--- config.mk ---
export PLATFORM = sky130hd
export DESIGN_NAME = sio_board
export DESIGN_NICKNAME = d
export VERILOG_FILES = /design/src/pkg/sio_pkg.sv /design/src/rtl/sio_board.sv
export SDC_FILE = /design/constraint.sdc
export NUM_CORES = 2
export LEC_CHECK = 0
export BUFFER_PORTS_ARGS = -buffer_cell sky130_fd_sc_hd__buf_2
export CAP_MARGIN = 5
export CORE_AREA = 10 10 337 274
export DETAILED_ROUTE_END_ITERATION = 6
export DIE_AREA = 0 0 347 284
export PLACE_DENSITY = 0.65
export SLEW_MARGIN = 20
export SYNTH_ARGS = -nofsm -noshare
export SYNTH_HDL_FRONTEND = slang
export SYNTH_SLANG_ARGS = --single-unit
--- constraint.sdc ---
create_clock -name clk_sys -period 6.6 [get_ports clk_sys]
set_clock_uncertainty 0.05 [all_clocks]
set_input_delay 0.66 -clock clk_sys [delete_from_list [all_inputs] [get_ports clk_sys]]
set_output_delay 0.66 -clock clk_sys [all_outputs]
set_load 0.1 [all_outputs]
--- src/pkg/sio_pkg.sv ---
package sio_pkg;
  // register addresses at the default base; the high nibble is matched to the base jumpers
  localparam logic [7:0] REG_LIST_STAT = 8'h80;
  localparam logic [7:0] REG_LIST_DATA = 8'h81;
  localparam logic [7:0] REG_CON_STAT  = 8'h82;
  localparam logic [7:0] REG_CON_DATA  = 8'h83;
  localparam logic [7:0] REG_TMR_A     = 8'h84;
  localparam logic [7:0] REG_TMR_B     = 8'h88;
  localparam logic [7:0] REG_PAR       = 8'h8D;
  localparam logic [3:0] OFS_LIST      = REG_LIST_STAT[3:0];
  localparam logic [3:0] OFS_CON       = REG_CON_STAT[3:0];
  localparam logic [3:0] OFS_TMR_A     = REG_TMR_A[3:0];
  localparam logic [3:0] OFS_TMR_B     = REG_TMR_B[3:0];
  localparam logic [3:0] OFS_PAR       = REG_PAR[3:0];
  localparam logic [1:0] CTL_IDX       = 2'h3;
  // timer clock
  localparam int         SYS_HZ        = 40_000_000;
  localparam int         TMR_HZ        = 2_000_000;
  localparam logic [4:0] PRE_LAST      = 5'(SYS_HZ / TMR_HZ - 1);
  localparam int         NUM_CTR       = 6;
  localparam int         CTR_PER_CHIP  = 3;
  localparam int         RTC_FIRST     = 3;
  // counter control word
  localparam int         CW_BCD        = 0;
  localparam int         CW_MODE_LSB   = 1;
  localparam int         CW_SEL_LSB    = 6;
  localparam logic [2:0] MODE_SQ       = 3'h3;
  localparam logic [3:0] BCD_MAX       = 4'h9;
  // serial mode and command words
  localparam int         MD_LEN_LSB    = 2;
  localparam int         MD_PEN        = 4;
  localparam int         MD_EVEN       = 5;
  localparam int         MD_STOP_LSB   = 6;
  localparam logic [1:0] STOP_15       = 2'h2;
  localparam logic [1:0] STOP_2        = 2'h3;
  localparam int         CMD_TXEN      = 0;
  localparam int         CMD_RXEN      = 2;
  localparam int         CMD_ERST      = 4;
  localparam int         CMD_IRST      = 6;
  localparam logic [2:0] LEN_BASE      = 3'h4;
  localparam logic [2:0] LAST_MAX      = 3'h7;
  // bit times in 16x ticks
  localparam logic [5:0] TK_BIT        = 6'h10;
  localparam logic [5:0] TK_HALF       = 6'h08;
  localparam logic [5:0] TK_STOP15     = 6'h18;
  localparam logic [5:0] TK_STOP2      = 6'h20;
  localparam int         TXQ_DEPTH     = 8;
endpackage

--- src/rtl/sio_board.sv ---
// Operation
// - two serial ports, one parallel output, six 16-bit counters on the bus.
// - parallel output is an 8-bit latch holding the last written byte.
// - counters 0 and 1 clock the serial ports; four stay free.
// - serial ports flag parity, overrun, framing; 1/1.5/2 stops; reject false starts.
// - offsets 0/1 list status/data, 2/3 console status/data.
// - writes to offset D load the parallel latch.
// - reads at offset D return the optional parallel input when fitted.
// - base nibble comes from four jumpers, fitted means one.
// - seven jumpers give vector bits 7..1, absent means one.
// - vector bit 0 is always zero.
// - interrupt enable jumper gates the interrupt request.
// - shipped with interrupts enabled and vector 10 hex.
// - two free counters chain from 2 MHz into a one-second pulse.
// - the last two free counters accumulate seconds for the host.
// - only the last counter's output (counter 5) raises the interrupt request.
// - console transmitter starts a character only while clear-to-send is asserted.
// - printer busy on list clear-to-send pauses transmission.
// - on the serial ports, even offset is control/status, odd offset is data.
// - a serial port ignores strobes and drives nothing unless selected.
`timescale 1ns/1ps

module sio_fifo #(
  parameter int W = 8,
  parameter int D = 8
) (
  input  wire logic         clk_sys,
  input  wire logic         srst,
  input  wire logic         ce,
  input  wire logic         in_valid,
  input  wire logic [W-1:0] in_data,
  output logic              in_ready,
  output logic              out_valid,
  output logic      [W-1:0] out_data,
  input  wire logic         out_ready
);
  localparam int AW = $clog2(D);
  logic [W-1:0] mem [D];
  logic [AW-1:0] wp_q;
  logic [AW-1:0] rp_q;
  logic [AW:0]   cnt_q;
  wire push = in_valid & in_ready & ce;
  wire pop  = out_valid & out_ready & ce;
  assign in_ready  = cnt_q != (AW+1)'(D);
  assign out_valid = cnt_q != '0;
  assign out_data  = mem[rp_q];

  always_ff @(posedge clk_sys)
  begin
    if (push)
      mem[wp_q] <= in_data;
  end

  always_ff @(posedge clk_sys)
  begin
    if (srst)
    begin
      wp_q  <= '0;
      rp_q  <= '0;
      cnt_q <= '0;
    end
    else
    begin
      if (push)
        wp_q <= wp_q + 1'b1;
      if (pop)
        rp_q <= rp_q + 1'b1;
      cnt_q <= cnt_q + (AW+1)'(push) - (AW+1)'(pop);
    end
  end
endmodule

module sio_ctr
  import sio_pkg::*;
(
  input  wire logic       clk_sys,
  input  wire logic       srst,
  input  wire logic       ce,
  input  wire logic       tick,
  input  wire logic       wr_cnt,
  input  wire logic       wr_ctl,
  input  wire logic       rd,
  input  wire logic [7:0] wdata,
  output logic      [7:0] rdata,
  output logic            out
);
  logic [15:0] rl_q;
  logic [15:0] cnt_q;
  logic [2:0]  md_q;
  logic        bcd_q;
  logic        whi_q;
  logic        rhi_q;
  logic        run_q;
  logic        out_q;

  function automatic logic [15:0] dec1(input logic [15:0] x, input logic b);
    logic [15:0] r;
    logic        br;
    r  = x - 16'h0001;
    br = 1'b1;
    if (b)
    begin
      r = x;
      for (int n = 0; n < 4; n++)
        if (br)
        begin
          if (r[4*n+:4] == 4'h0)
            r[4*n+:4] = BCD_MAX;
          else
          begin
            r[4*n+:4] = r[4*n+:4] - 4'h1;
            br = 1'b0;
          end
        end
    end
    return r;
  endfunction

  // square wave steps by two so the output period equals the count rounded up to even
  wire        sq   = md_q == MODE_SQ;
  wire [15:0] d1   = dec1(cnt_q, bcd_q);
  wire [15:0] nxt  = sq ? dec1(d1, bcd_q) : d1;
  wire        term = sq ? (cnt_q == 16'h0001 || cnt_q == 16'h0002) : cnt_q == 16'h0001;
  wire        csq  = wdata[CW_MODE_LSB+:3] == MODE_SQ;
  assign rdata = rhi_q ? cnt_q[15:8] : cnt_q[7:0];
  assign out   = out_q;

  always_ff @(posedge clk_sys)
  begin
    if (srst)
    begin
      {rl_q, cnt_q, md_q} <= '0;
      {bcd_q, whi_q, rhi_q, run_q, out_q} <= '0;
    end
    else if (ce)
    begin
      if (wr_ctl)
      begin
        md_q  <= wdata[CW_MODE_LSB+:3];
        bcd_q <= wdata[CW_BCD];
        whi_q <= 1'b0;
        rhi_q <= 1'b0;
        run_q <= 1'b0;
        out_q <= csq;
      end
      else if (wr_cnt)
      begin
        whi_q <= ~whi_q;
        if (!whi_q)
          rl_q[7:0] <= wdata;
        else
        begin
          rl_q[15:8] <= wdata;
          cnt_q      <= {wdata, rl_q[7:0]};
          run_q      <= 1'b1;
          out_q      <= sq;
        end
      end
      else if (run_q && tick)
      begin
        cnt_q <= (sq && term) ? rl_q : nxt;
        if (term)
          out_q <= sq ? ~out_q : 1'b1;
      end
      if (rd)
        rhi_q <= ~rhi_q;
    end
  end

  chk_ctr_reload: assert property (@(posedge clk_sys) disable iff (srst)
    (ce && run_q && tick && sq && term && !wr_ctl && !wr_cnt) |=> cnt_q == $past(rl_q))
    else $error("square wave counter did not reload");
endmodule

module sio_uart
  import sio_pkg::*;
(
  input  wire logic       clk_sys,
  input  wire logic       srst,
  input  wire logic       ce,
  input  wire logic       baud_tick,
  input  wire logic       sel,
  input  wire logic       c_d,
  input  wire logic       wr_stb,
  input  wire logic       rd_stb,
  input  wire logic [7:0] wdata,
  input  wire logic       rxd,
  input  wire logic       cts_n,
  output logic      [7:0] rdata,
  output logic            txd
);
  typedef enum logic [2:0] {SIO_IDLE, SIO_START, SIO_DATA, SIO_PAR, SIO_STOP} sio_bit_t;
  sio_bit_t   tx_q;
  sio_bit_t   rx_q;
  logic [7:0] mode_q, cmd_q, txsh_q, rxsh_q, rbuf_q;
  logic       expect_mode_q, rxrdy_q, pe_q, oe_q, fe_q, txd_q, txpar_q, rpar_q;
  logic [5:0] ttk_q, rtk_q;
  logic [2:0] tbit_q, rbit_q;
  logic       f_valid, f_ready;
  logic [7:0] f_data;

  wire       acc_wr   = sel & wr_stb & ce;
  wire       acc_rd   = sel & rd_stb & ce;
  wire       rd_data  = acc_rd & ~c_d;
  wire       err_clr  = acc_wr & c_d & ~expect_mode_q & wdata[CMD_ERST];
  wire [2:0] last_bit = LEN_BASE + 3'(mode_q[MD_LEN_LSB+:2]);
  wire [7:0] dmask    = 8'hFF >> (LAST_MAX - last_bit);
  wire       pen      = mode_q[MD_PEN];
  wire       even     = mode_q[MD_EVEN];
  wire [1:0] stp      = mode_q[MD_STOP_LSB+:2];
  wire [5:0] stop_tk  = stp == STOP_2 ? TK_STOP2 : stp == STOP_15 ? TK_STOP15 : TK_BIT;
  // a character under way is finished even if clear-to-send drops
  wire       tx_go    = tx_q == SIO_IDLE & f_valid & cmd_q[CMD_TXEN] & ~cts_n;
  wire [5:0] tx_lim   = tx_q == SIO_STOP ? stop_tk : TK_BIT;
  wire       tx_end   = baud_tick & (ttk_q == tx_lim - 6'h01);
  wire [5:0] rx_lim   = rx_q == SIO_START ? TK_HALF : TK_BIT;
  wire       rx_mid   = baud_tick & (rtk_q == rx_lim - 6'h01);
  wire [7:0] rx_data  = rxsh_q >> (LAST_MAX - last_bit);
  wire       rx_done  = rx_mid & (rx_q == SIO_STOP);
  wire       par_exp  = (^rx_data) ^ ~even;
  wire       txrdy    = f_ready & cmd_q[CMD_TXEN] & ~cts_n;
  wire       txempty  = (tx_q == SIO_IDLE) & ~f_valid;
  assign rdata = c_d ? {2'b00, fe_q, oe_q, pe_q, txempty, rxrdy_q, txrdy} : rbuf_q;
  assign txd   = txd_q;

  // host bytes queue here; a write while full is dropped, txrdy warns first
  sio_fifo #(.W(8), .D(TXQ_DEPTH)) u_txq (
    .clk_sys   (clk_sys),
    .srst      (srst),
    .ce        (ce),
    .in_valid  (acc_wr & ~c_d),
    .in_data   (wdata),
    .in_ready  (f_ready),
    .out_valid (f_valid),
    .out_data  (f_data),
    .out_ready (tx_go)
  );

  always_ff @(posedge clk_sys)
  begin
    if (srst)
    begin
      expect_mode_q <= 1'b1;
      mode_q        <= '0;
      cmd_q         <= '0;
    end
    else if (acc_wr && c_d)
    begin
      if (expect_mode_q)
      begin
        mode_q        <= wdata;
        expect_mode_q <= 1'b0;
      end
      else
      begin
        cmd_q         <= wdata[CMD_IRST] ? '0 : wdata;
        expect_mode_q <= wdata[CMD_IRST];
      end
    end
  end

  always_ff @(posedge clk_sys)
  begin
    if (srst)
    begin
      tx_q <= SIO_IDLE;
      {ttk_q, tbit_q, txsh_q, txpar_q} <= '0;
      txd_q <= 1'b1;
    end
    else if (ce)
    begin
      if (baud_tick)
        ttk_q <= ttk_q + 6'h01;
      if (tx_end)
        ttk_q <= '0;
      unique case (tx_q)
        SIO_IDLE:
          if (tx_go)
          begin
            tx_q    <= SIO_START;
            txsh_q  <= f_data;
            txpar_q <= (^(f_data & dmask)) ^ ~even;
            ttk_q   <= '0;
            tbit_q  <= '0;
            txd_q   <= 1'b0;
          end
        SIO_START:
          if (tx_end)
          begin
            tx_q  <= SIO_DATA;
            txd_q <= txsh_q[0];
          end
        SIO_DATA:
          if (tx_end)
          begin
            if (tbit_q == last_bit)
            begin
              tx_q  <= pen ? SIO_PAR : SIO_STOP;
              txd_q <= pen ? txpar_q : 1'b1;
            end
            else
            begin
              tbit_q <= tbit_q + 3'h1;
              txsh_q <= txsh_q >> 1;
              txd_q  <= txsh_q[1];
            end
          end
        SIO_PAR:
          if (tx_end)
          begin
            tx_q  <= SIO_STOP;
            txd_q <= 1'b1;
          end
        SIO_STOP:
          if (tx_end)
            tx_q <= SIO_IDLE;
      endcase
    end
  end

  // status flags: a completing character wins over a clearing access
  always_ff @(posedge clk_sys)
  begin
    if (srst)
    begin
      rx_q <= SIO_IDLE;
      {rtk_q, rbit_q, rxsh_q, rbuf_q, rpar_q} <= '0;
      {rxrdy_q, pe_q, oe_q, fe_q} <= '0;
    end
    else if (ce)
    begin
      if (baud_tick)
        rtk_q <= rtk_q + 6'h01;
      if (rd_data)
        rxrdy_q <= 1'b0;
      if (err_clr)
        {pe_q, oe_q, fe_q} <= '0;
      unique case (rx_q)
        SIO_IDLE:
          if (cmd_q[CMD_RXEN] && !rxd)
          begin
            rx_q  <= SIO_START;
            rtk_q <= '0;
          end
        SIO_START:
          if (rx_mid)
          begin
            rx_q   <= rxd ? SIO_IDLE : SIO_DATA;
            rtk_q  <= '0;
            rbit_q <= '0;
          end
        SIO_DATA:
          if (rx_mid)
          begin
            rxsh_q <= {rxd, rxsh_q[7:1]};
            rtk_q  <= '0;
            rbit_q <= rbit_q + 3'h1;
            if (rbit_q == last_bit)
              rx_q <= pen ? SIO_PAR : SIO_STOP;
          end
        SIO_PAR:
          if (rx_mid)
          begin
            rpar_q <= rxd;
            rx_q   <= SIO_STOP;
            rtk_q  <= '0;
          end
        SIO_STOP:
          if (rx_mid)
          begin
            rx_q    <= SIO_IDLE;
            rbuf_q  <= rx_data;
            rxrdy_q <= 1'b1;
            if (rxrdy_q && !rd_data)
              oe_q <= 1'b1;
            if (!rxd)
              fe_q <= 1'b1;
            if (pen && rpar_q != par_exp)
              pe_q <= 1'b1;
          end
      endcase
    end
  end

  chk_cts_gate: assert property (@(posedge clk_sys) disable iff (srst)
    (tx_q == SIO_IDLE ##1 tx_q == SIO_START) |-> $past(!cts_n && cmd_q[CMD_TXEN]))
    else $error("character started without clear-to-send");
  chk_false_start: assert property (@(posedge clk_sys) disable iff (srst)
    (ce && rx_q == SIO_START && rx_mid && rxd) |=> rx_q == SIO_IDLE)
    else $error("false start bit not rejected");
  chk_overrun_flag: assert property (@(posedge clk_sys) disable iff (srst)
    (ce && rx_done && rxrdy_q && !rd_data) |=> oe_q && rxrdy_q)
    else $error("overrun not flagged");
  chk_unsel_ignore: assert property (@(posedge clk_sys) disable iff (srst)
    !sel |=> $stable(cmd_q) && $stable(mode_q))
    else $error("unselected port changed its setup");
endmodule

module sio_board
  import sio_pkg::*;
(
  input  wire logic       clk_sys,
  input  wire logic       srst,
  input  wire logic       ce,
  input  wire logic [7:0] io_addr,
  input  wire logic       io_wr_stb,
  input  wire logic       io_rd_stb,
  input  wire logic [7:0] io_wdata,
  output logic      [7:0] io_rdata,
  output logic            io_doe,
  input  wire logic [3:0] base_jumper,
  input  wire logic [6:0] vec_absent,
  input  wire logic       interrupt_enable_jumper,
  input  wire logic       rtc_chain,
  input  wire logic       par_in_fitted,
  input  wire logic [7:0] par_in,
  output logic      [7:0] par_out,
  input  wire logic       list_rxd,
  input  wire logic       list_cts_n,
  output logic            list_txd,
  input  wire logic       con_rxd,
  input  wire logic       con_cts_n,
  output logic            con_txd,
  output logic      [5:0] tmr_out,
  output logic            intr_req,
  output logic      [7:0] intr_vector
);
  logic [4:0] pre_q;
  logic [5:0] out_prev_q;
  logic [7:0] par_q, rdata_q, vec_q;
  logic       doe_q, intr_q;
  logic [7:0] list_rd, con_rd;
  logic [7:0] ctr_rd [NUM_CTR];

  wire       hit_base = io_addr[7:4] == base_jumper;
  wire [3:0] ofs      = io_addr[3:0];
  wire       sel_list = hit_base & (ofs[3:1] == OFS_LIST[3:1]);
  wire       sel_con  = hit_base & (ofs[3:1] == OFS_CON[3:1]);
  wire [1:0] sel_tmr  = {hit_base & (ofs[3:2] == OFS_TMR_B[3:2]),
                         hit_base & (ofs[3:2] == OFS_TMR_A[3:2])};
  wire       sel_par  = hit_base & (ofs == OFS_PAR);
  wire       c_d      = ~ofs[0];
  wire       rd_tmr   = (|sel_tmr) & (ofs[1:0] != CTL_IDX);
  wire [2:0] ctr_idx  = 3'(ofs[1:0]) + (sel_tmr[1] ? 3'(CTR_PER_CHIP) : 3'h0);
  wire       rd_hit   = sel_list | sel_con | rd_tmr | (sel_par & par_in_fitted);
  wire       tick2m   = pre_q == PRE_LAST;
  wire [5:0] ctr_out;
  wire [5:0] out_rise = ctr_out & ~out_prev_q;
  wire [5:0] chain_in = {out_rise[4:0], 1'b0};
  wire [7:0] rdata_d  = sel_list ? list_rd :
                        sel_con  ? con_rd :
                        rd_tmr   ? ctr_rd[ctr_idx] :
                        par_in;

  assign io_rdata    = rdata_q;
  assign io_doe      = doe_q;
  assign par_out     = par_q;
  assign tmr_out     = ctr_out;
  assign intr_req    = intr_q;
  assign intr_vector = vec_q;

  genvar i;
  for (i = 0; i < NUM_CTR; i++)
  begin : g_ctr
    localparam logic [1:0] IDX = 2'(i % CTR_PER_CHIP);
    wire tsel = sel_tmr[i / CTR_PER_CHIP] & (ofs[1:0] == IDX);
    wire csel = sel_tmr[i / CTR_PER_CHIP] & (ofs[1:0] == CTL_IDX)
              & (io_wdata[CW_SEL_LSB+:2] == IDX);
    // upper free counters count the carry of the one below
    wire tk   = (i >= RTC_FIRST && rtc_chain) ? chain_in[i] : tick2m;
    sio_ctr u_ctr (
      .clk_sys (clk_sys),
      .srst    (srst),
      .ce      (ce),
      .tick    (tk),
      .wr_cnt  (io_wr_stb & tsel),
      .wr_ctl  (io_wr_stb & csel),
      .rd      (io_rd_stb & tsel),
      .wdata   (io_wdata),
      .rdata   (ctr_rd[i]),
      .out     (ctr_out[i])
    );
  end

  // counters 0 and 1 are the 16x baud clocks
  sio_uart u_list (
    .clk_sys   (clk_sys),
    .srst      (srst),
    .ce        (ce),
    .baud_tick (out_rise[0]),
    .sel       (sel_list),
    .c_d       (c_d),
    .wr_stb    (io_wr_stb),
    .rd_stb    (io_rd_stb),
    .wdata     (io_wdata),
    .rxd       (list_rxd),
    .cts_n     (list_cts_n),
    .rdata     (list_rd),
    .txd       (list_txd)
  );

  sio_uart u_con (
    .clk_sys   (clk_sys),
    .srst      (srst),
    .ce        (ce),
    .baud_tick (out_rise[1]),
    .sel       (sel_con),
    .c_d       (c_d),
    .wr_stb    (io_wr_stb),
    .rd_stb    (io_rd_stb),
    .wdata     (io_wdata),
    .rxd       (con_rxd),
    .cts_n     (con_cts_n),
    .rdata     (con_rd),
    .txd       (con_txd)
  );

  always_ff @(posedge clk_sys)
  begin
    if (srst)
    begin
      {pre_q, out_prev_q, par_q, rdata_q, vec_q} <= '0;
      {doe_q, intr_q} <= '0;
    end
    else if (ce)
    begin
      pre_q      <= tick2m ? '0 : pre_q + 5'h01;
      out_prev_q <= ctr_out;
      if (io_wr_stb && sel_par)
        par_q <= io_wdata;
      if (io_rd_stb && rd_hit)
        rdata_q <= rdata_d;
      doe_q  <= io_rd_stb & rd_hit;
      intr_q <= interrupt_enable_jumper & ctr_out[NUM_CTR-1];
      vec_q  <= {vec_absent, 1'b0};
    end
  end

  chk_par_latch: assert property (@(posedge clk_sys) disable iff (srst)
    (ce && io_wr_stb && sel_par) |=> par_out == $past(io_wdata))
    else $error("parallel latch missed a write");
  chk_doe_read: assert property (@(posedge clk_sys) disable iff (srst)
    (io_doe && $past(ce)) |-> $past(io_rd_stb && rd_hit))
    else $error("bus driven outside a decoded read");
  chk_base_miss: assert property (@(posedge clk_sys) disable iff (srst)
    (ce && io_rd_stb && !hit_base) |=> !io_doe)
    else $error("answered off the jumpered base");
  chk_vec_form: assert property (@(posedge clk_sys) disable iff (srst)
    ($past(ce) && !$past(srst)) |-> intr_vector == {$past(vec_absent), 1'b0})
    else $error("vector not taken from jumpers with bit 0 low");
  chk_intr_gate: assert property (@(posedge clk_sys) disable iff (srst)
    (ce && !interrupt_enable_jumper) |=> !intr_req)
    else $error("interrupt raised with enable jumper absent");
endmodule

==> results.json <==
{
  "hold_viol": 0,
  "cp.required_ns": 7.10,
  "setup_tns_ns": 0,
  "fp.dieH_um": 284,
  "cp_max_fo": 16,
  "syn-cell-area_sq_um": 33900,
  "slew_headroom": 0.232,
  "grtUsageTotal": 0.209,
  "antenna_found_initial": 9,
  "final_common_cell": "nor2_1",
  "coreArea_sq_um": 85300,
  "report.final.setup_viol": 0,
  "gp_congestion": 0.989,
  "synth_area_per_cell_sq_um": 8.50,
  "grt_overflow_total": 0,
  "synth_cell_types": 120,
  "drc": 0,
  "worstPathArrival_ns": 4.75,
  "vdd_drop_max_v": 0.000204,
  "crit_path_start_kind": "primary input",
  "die_w_um": 347,
  "final_cell_count_no_fill": 5046,
  "wirelength_mm": 109,
  "fp.dieArea_sq_um": 98500,
  "path_clk_slew_ns": 0.06,
  "dr.pass1.iters": 6,
  "syn_to_final_growth_pct": 8.83,
  "drv_slew": 0,
  "synth_edf_count": 128,
  "fin_crit_ns": 4.25,
  "initial_core_util": 0.397,
  "leakage_nw": 13.1,
  "mostFrequentLayoutCells": "nor2_1 (486), dfxtp_1 (427), nand2_1 (406), a21oi_1 (314), mux2i_1 (225)",
  "postRouteAntennaNets": 0,
  "netlist_instances": 3989,
  "worstSkewPairLatency_ns": 0.66,
  "power_density_nw_per_um2": 199,
  "cts_tree": "done",
  "min_from": "vec_absent[0]",
  "ys_warn_count": 0,
  "clock_path_buffers": 3,
  "synthArstFlopShare": 0,
  "yosysTopAreaCell": "dfxtp_1",
  "cts_resized": 0,
  "clkSinkCount": 557,
  "rsz0062_at_grt": "false",
  "grt_max_degree": 121,
  "ys_ff_latch": 557,
  "vias": 30677,
  "hold_class": "in -> reg",
  "critPathKind": "in -> reg",
  "synth_fp_nets": 4096,
  "fin_crit_sh": 0.644,
  "rows": 96,
  "timing.fmax_ghz": 0.235,
  "place_inst": 4936,
  "hpwl_mm": 75.8,
  "root_buffer": "clkbuf_16",
  "htree_num_levels": 2,
  "seq_area_frac_synth": 0.367,
  "tightest_slew_ns": 1.14,
  "avgRoutedWirePerCell_um": 21.5,
  "yosys-top-cells-area": "dfxtp_1 (25%), edfxtp_1 (11%), mux2i_1 (6.6%)",
  "synth_top_area_share": 0.253,
  "crit_start": "base_jumper[0]",
  "hold_buffers": 0,
  "nets": 3976,
  "portBuffers": 79,
  "grt_pass1_wl_mm": 167,
  "cts_setup_buffers": 0,
  "synth-main-ff-cell": "dfxtp_1",
  "status": "finished, final reports clean",
  "cts_buffers": 58,
  "r2r-start": "g_ctr[2].u_ctr.cnt_q[0]$_SDFFE_PP0P_",
  "io_pins": 81,
  "drt-initial-drc-count": 3648,
  "drive_gt1_frac": 0.0990,
  "drv_cap": 0,
  "routed_via_density": 6.08,
  "crit_path_end_kind": "flop",
  "grt_pass1_vias": 27367
}
==> registers in the layout, indices dropped and copies added, names as in the netlist, 7 cells and up, named ones only <==
register           flops
u_con.txsh_q           8
g_ctr.u_ctr.cnt_q     96
u_con.rxsh_q           8
u_list.rbuf_q          8
u_list.txsh_q          8
par_out                8
g_ctr.u_ctr.md_q      18
u_list.u_txq.mem      64
io_rdata               8
u_con.u_txq.mem       64
u_con.rbuf_q           8
u_list.rxsh_q          8
g_ctr.u_ctr.rl_q      96
intr_vector            7
==> Yosys cell counts, types with 11 or more instances <==
cell type and count:
nor3_1 116, xor2_1 58, or3_1 66, o2111ai_1 11, a32oi_1 13, a311oi_1 25
o22ai_1 28, buf_2 47, and3_1 34, and2_1 20, inv_1 78, a22oi_1 11
a21oi_1 314, o221ai_1 15, nand3_1 122, a221oi_1 14, mux2_2 24, dfxtp_1 429
o31ai_1 29, nand2_1 406, nor3b_1 28, buf_1 18, a211oi_1 51, a21o_1 13
mux2i_1 225, a31oi_1 31, nand2b_1 36, nor2b_1 30, edfxtp_1 128, xnor2_1 96
clkbuf_1 232, or2_2 18, nor4_1 40, or4_1 29, o21a_1 12, ha_1 57
o21ai_0 152, nand4_1 55, o211ai_1 51, mux4_2 46, nand3b_1 16, nor2_1 486
nand4b_1 12
==> worst paths after layout <==
check / end / slack, ns / depth (start not counted)
hold / removal: intr_vector[1]$_SDFFE_PP0P_ / 0.21 / 3
hold reg to reg: g_ctr[0].u_ctr.rl_q[15]$_SDFFE_PP0P_ / 0.40 / 2
setup reg to reg: g_ctr[2].u_ctr.cnt_q[14]$_SDFFE_PP0P_ / 2.60 / 10
setup / recovery: io_rdata[5]$_SDFFE_PP0P_ / 2.35 / 12
==> kinds of logic (layout without fill, tap and decap cells) <==
kind of cell,after synthesis,count (layout),synth area share
compound gates,922,922,0.180
xor+xnor,154,154,0.0398
fa+ha+maj,60,60,0.0228
buf+inv,391,320,0.0469
flops,557,557,0.367
mux,297,297,0.106
other cells,1,2,0.000111
simple gates,1607,1607,0.237
==> report_power, final <==
group          internal (mW)  switching, mW  leakage (nW)
sequential              3.49        0.00649          4.61
combinational         0.0632          0.240          7.52
clock                   2.04           1.49         0.972
total                   5.59           1.74          13.1
==> per-layer routing <==
layer	up-vias	global-route usage	wire length (um)
met5	-	0	119
met4	14	0.0424	1910
met3	154	0.0617	11800
met2	1316	0.289	43400
met1	14793	0.313	51600
li1	14400	-	-
==> worst max-delay path: stages <==
cell,delay [ns]
buf_2,0.10
xnor2_1,0.19
nand4_1,0.77
nor2_1,0.80
inv_1,0.27
fa_1,0.70
mux4_2,0.51
o22ai_1,0.18
mux2i_1,0.11
a211oi_1,0.26
a21oi_1,0.06
nor2_1,0.11
==> final cells by class <==
type / instances / area [sq um]
inverter: 81 / 304
timing repair buffer: 130 / 803
clock buffer: 73 / 1560
tap: 1127 / 1410
fill: 8421 / 48400
antenna: 1 / 2.50
multi-input combinational: 3041 / 19900
sequential: 557 / 12400
clock inverter: 36 / 487
==> per-stage QoR <==
stage / cell area (sq um) / worst slack, ns / hold slack, ns / utilization / power [mW]
2_1_floorplan: 33900 / 2.72 / 0.377 / - / 3.74
3_3_place_gp: 34800 / 1.76 / 0.385 / 0.408 / 3.86
3_5_place_dp: 34800 / 1.65 / 0.389 / 0.408 / 3.87
4_1_cts: 36900 / 2.35 / 0.169 / 0.432 / 7.40
5_1_grt: 36900 / 2.09 / 0.224 / 0.433 / 7.54
6_report: 36900 / 2.35 / 0.208 / 0.433 / 7.34
(Power assumes the default switching activity.)
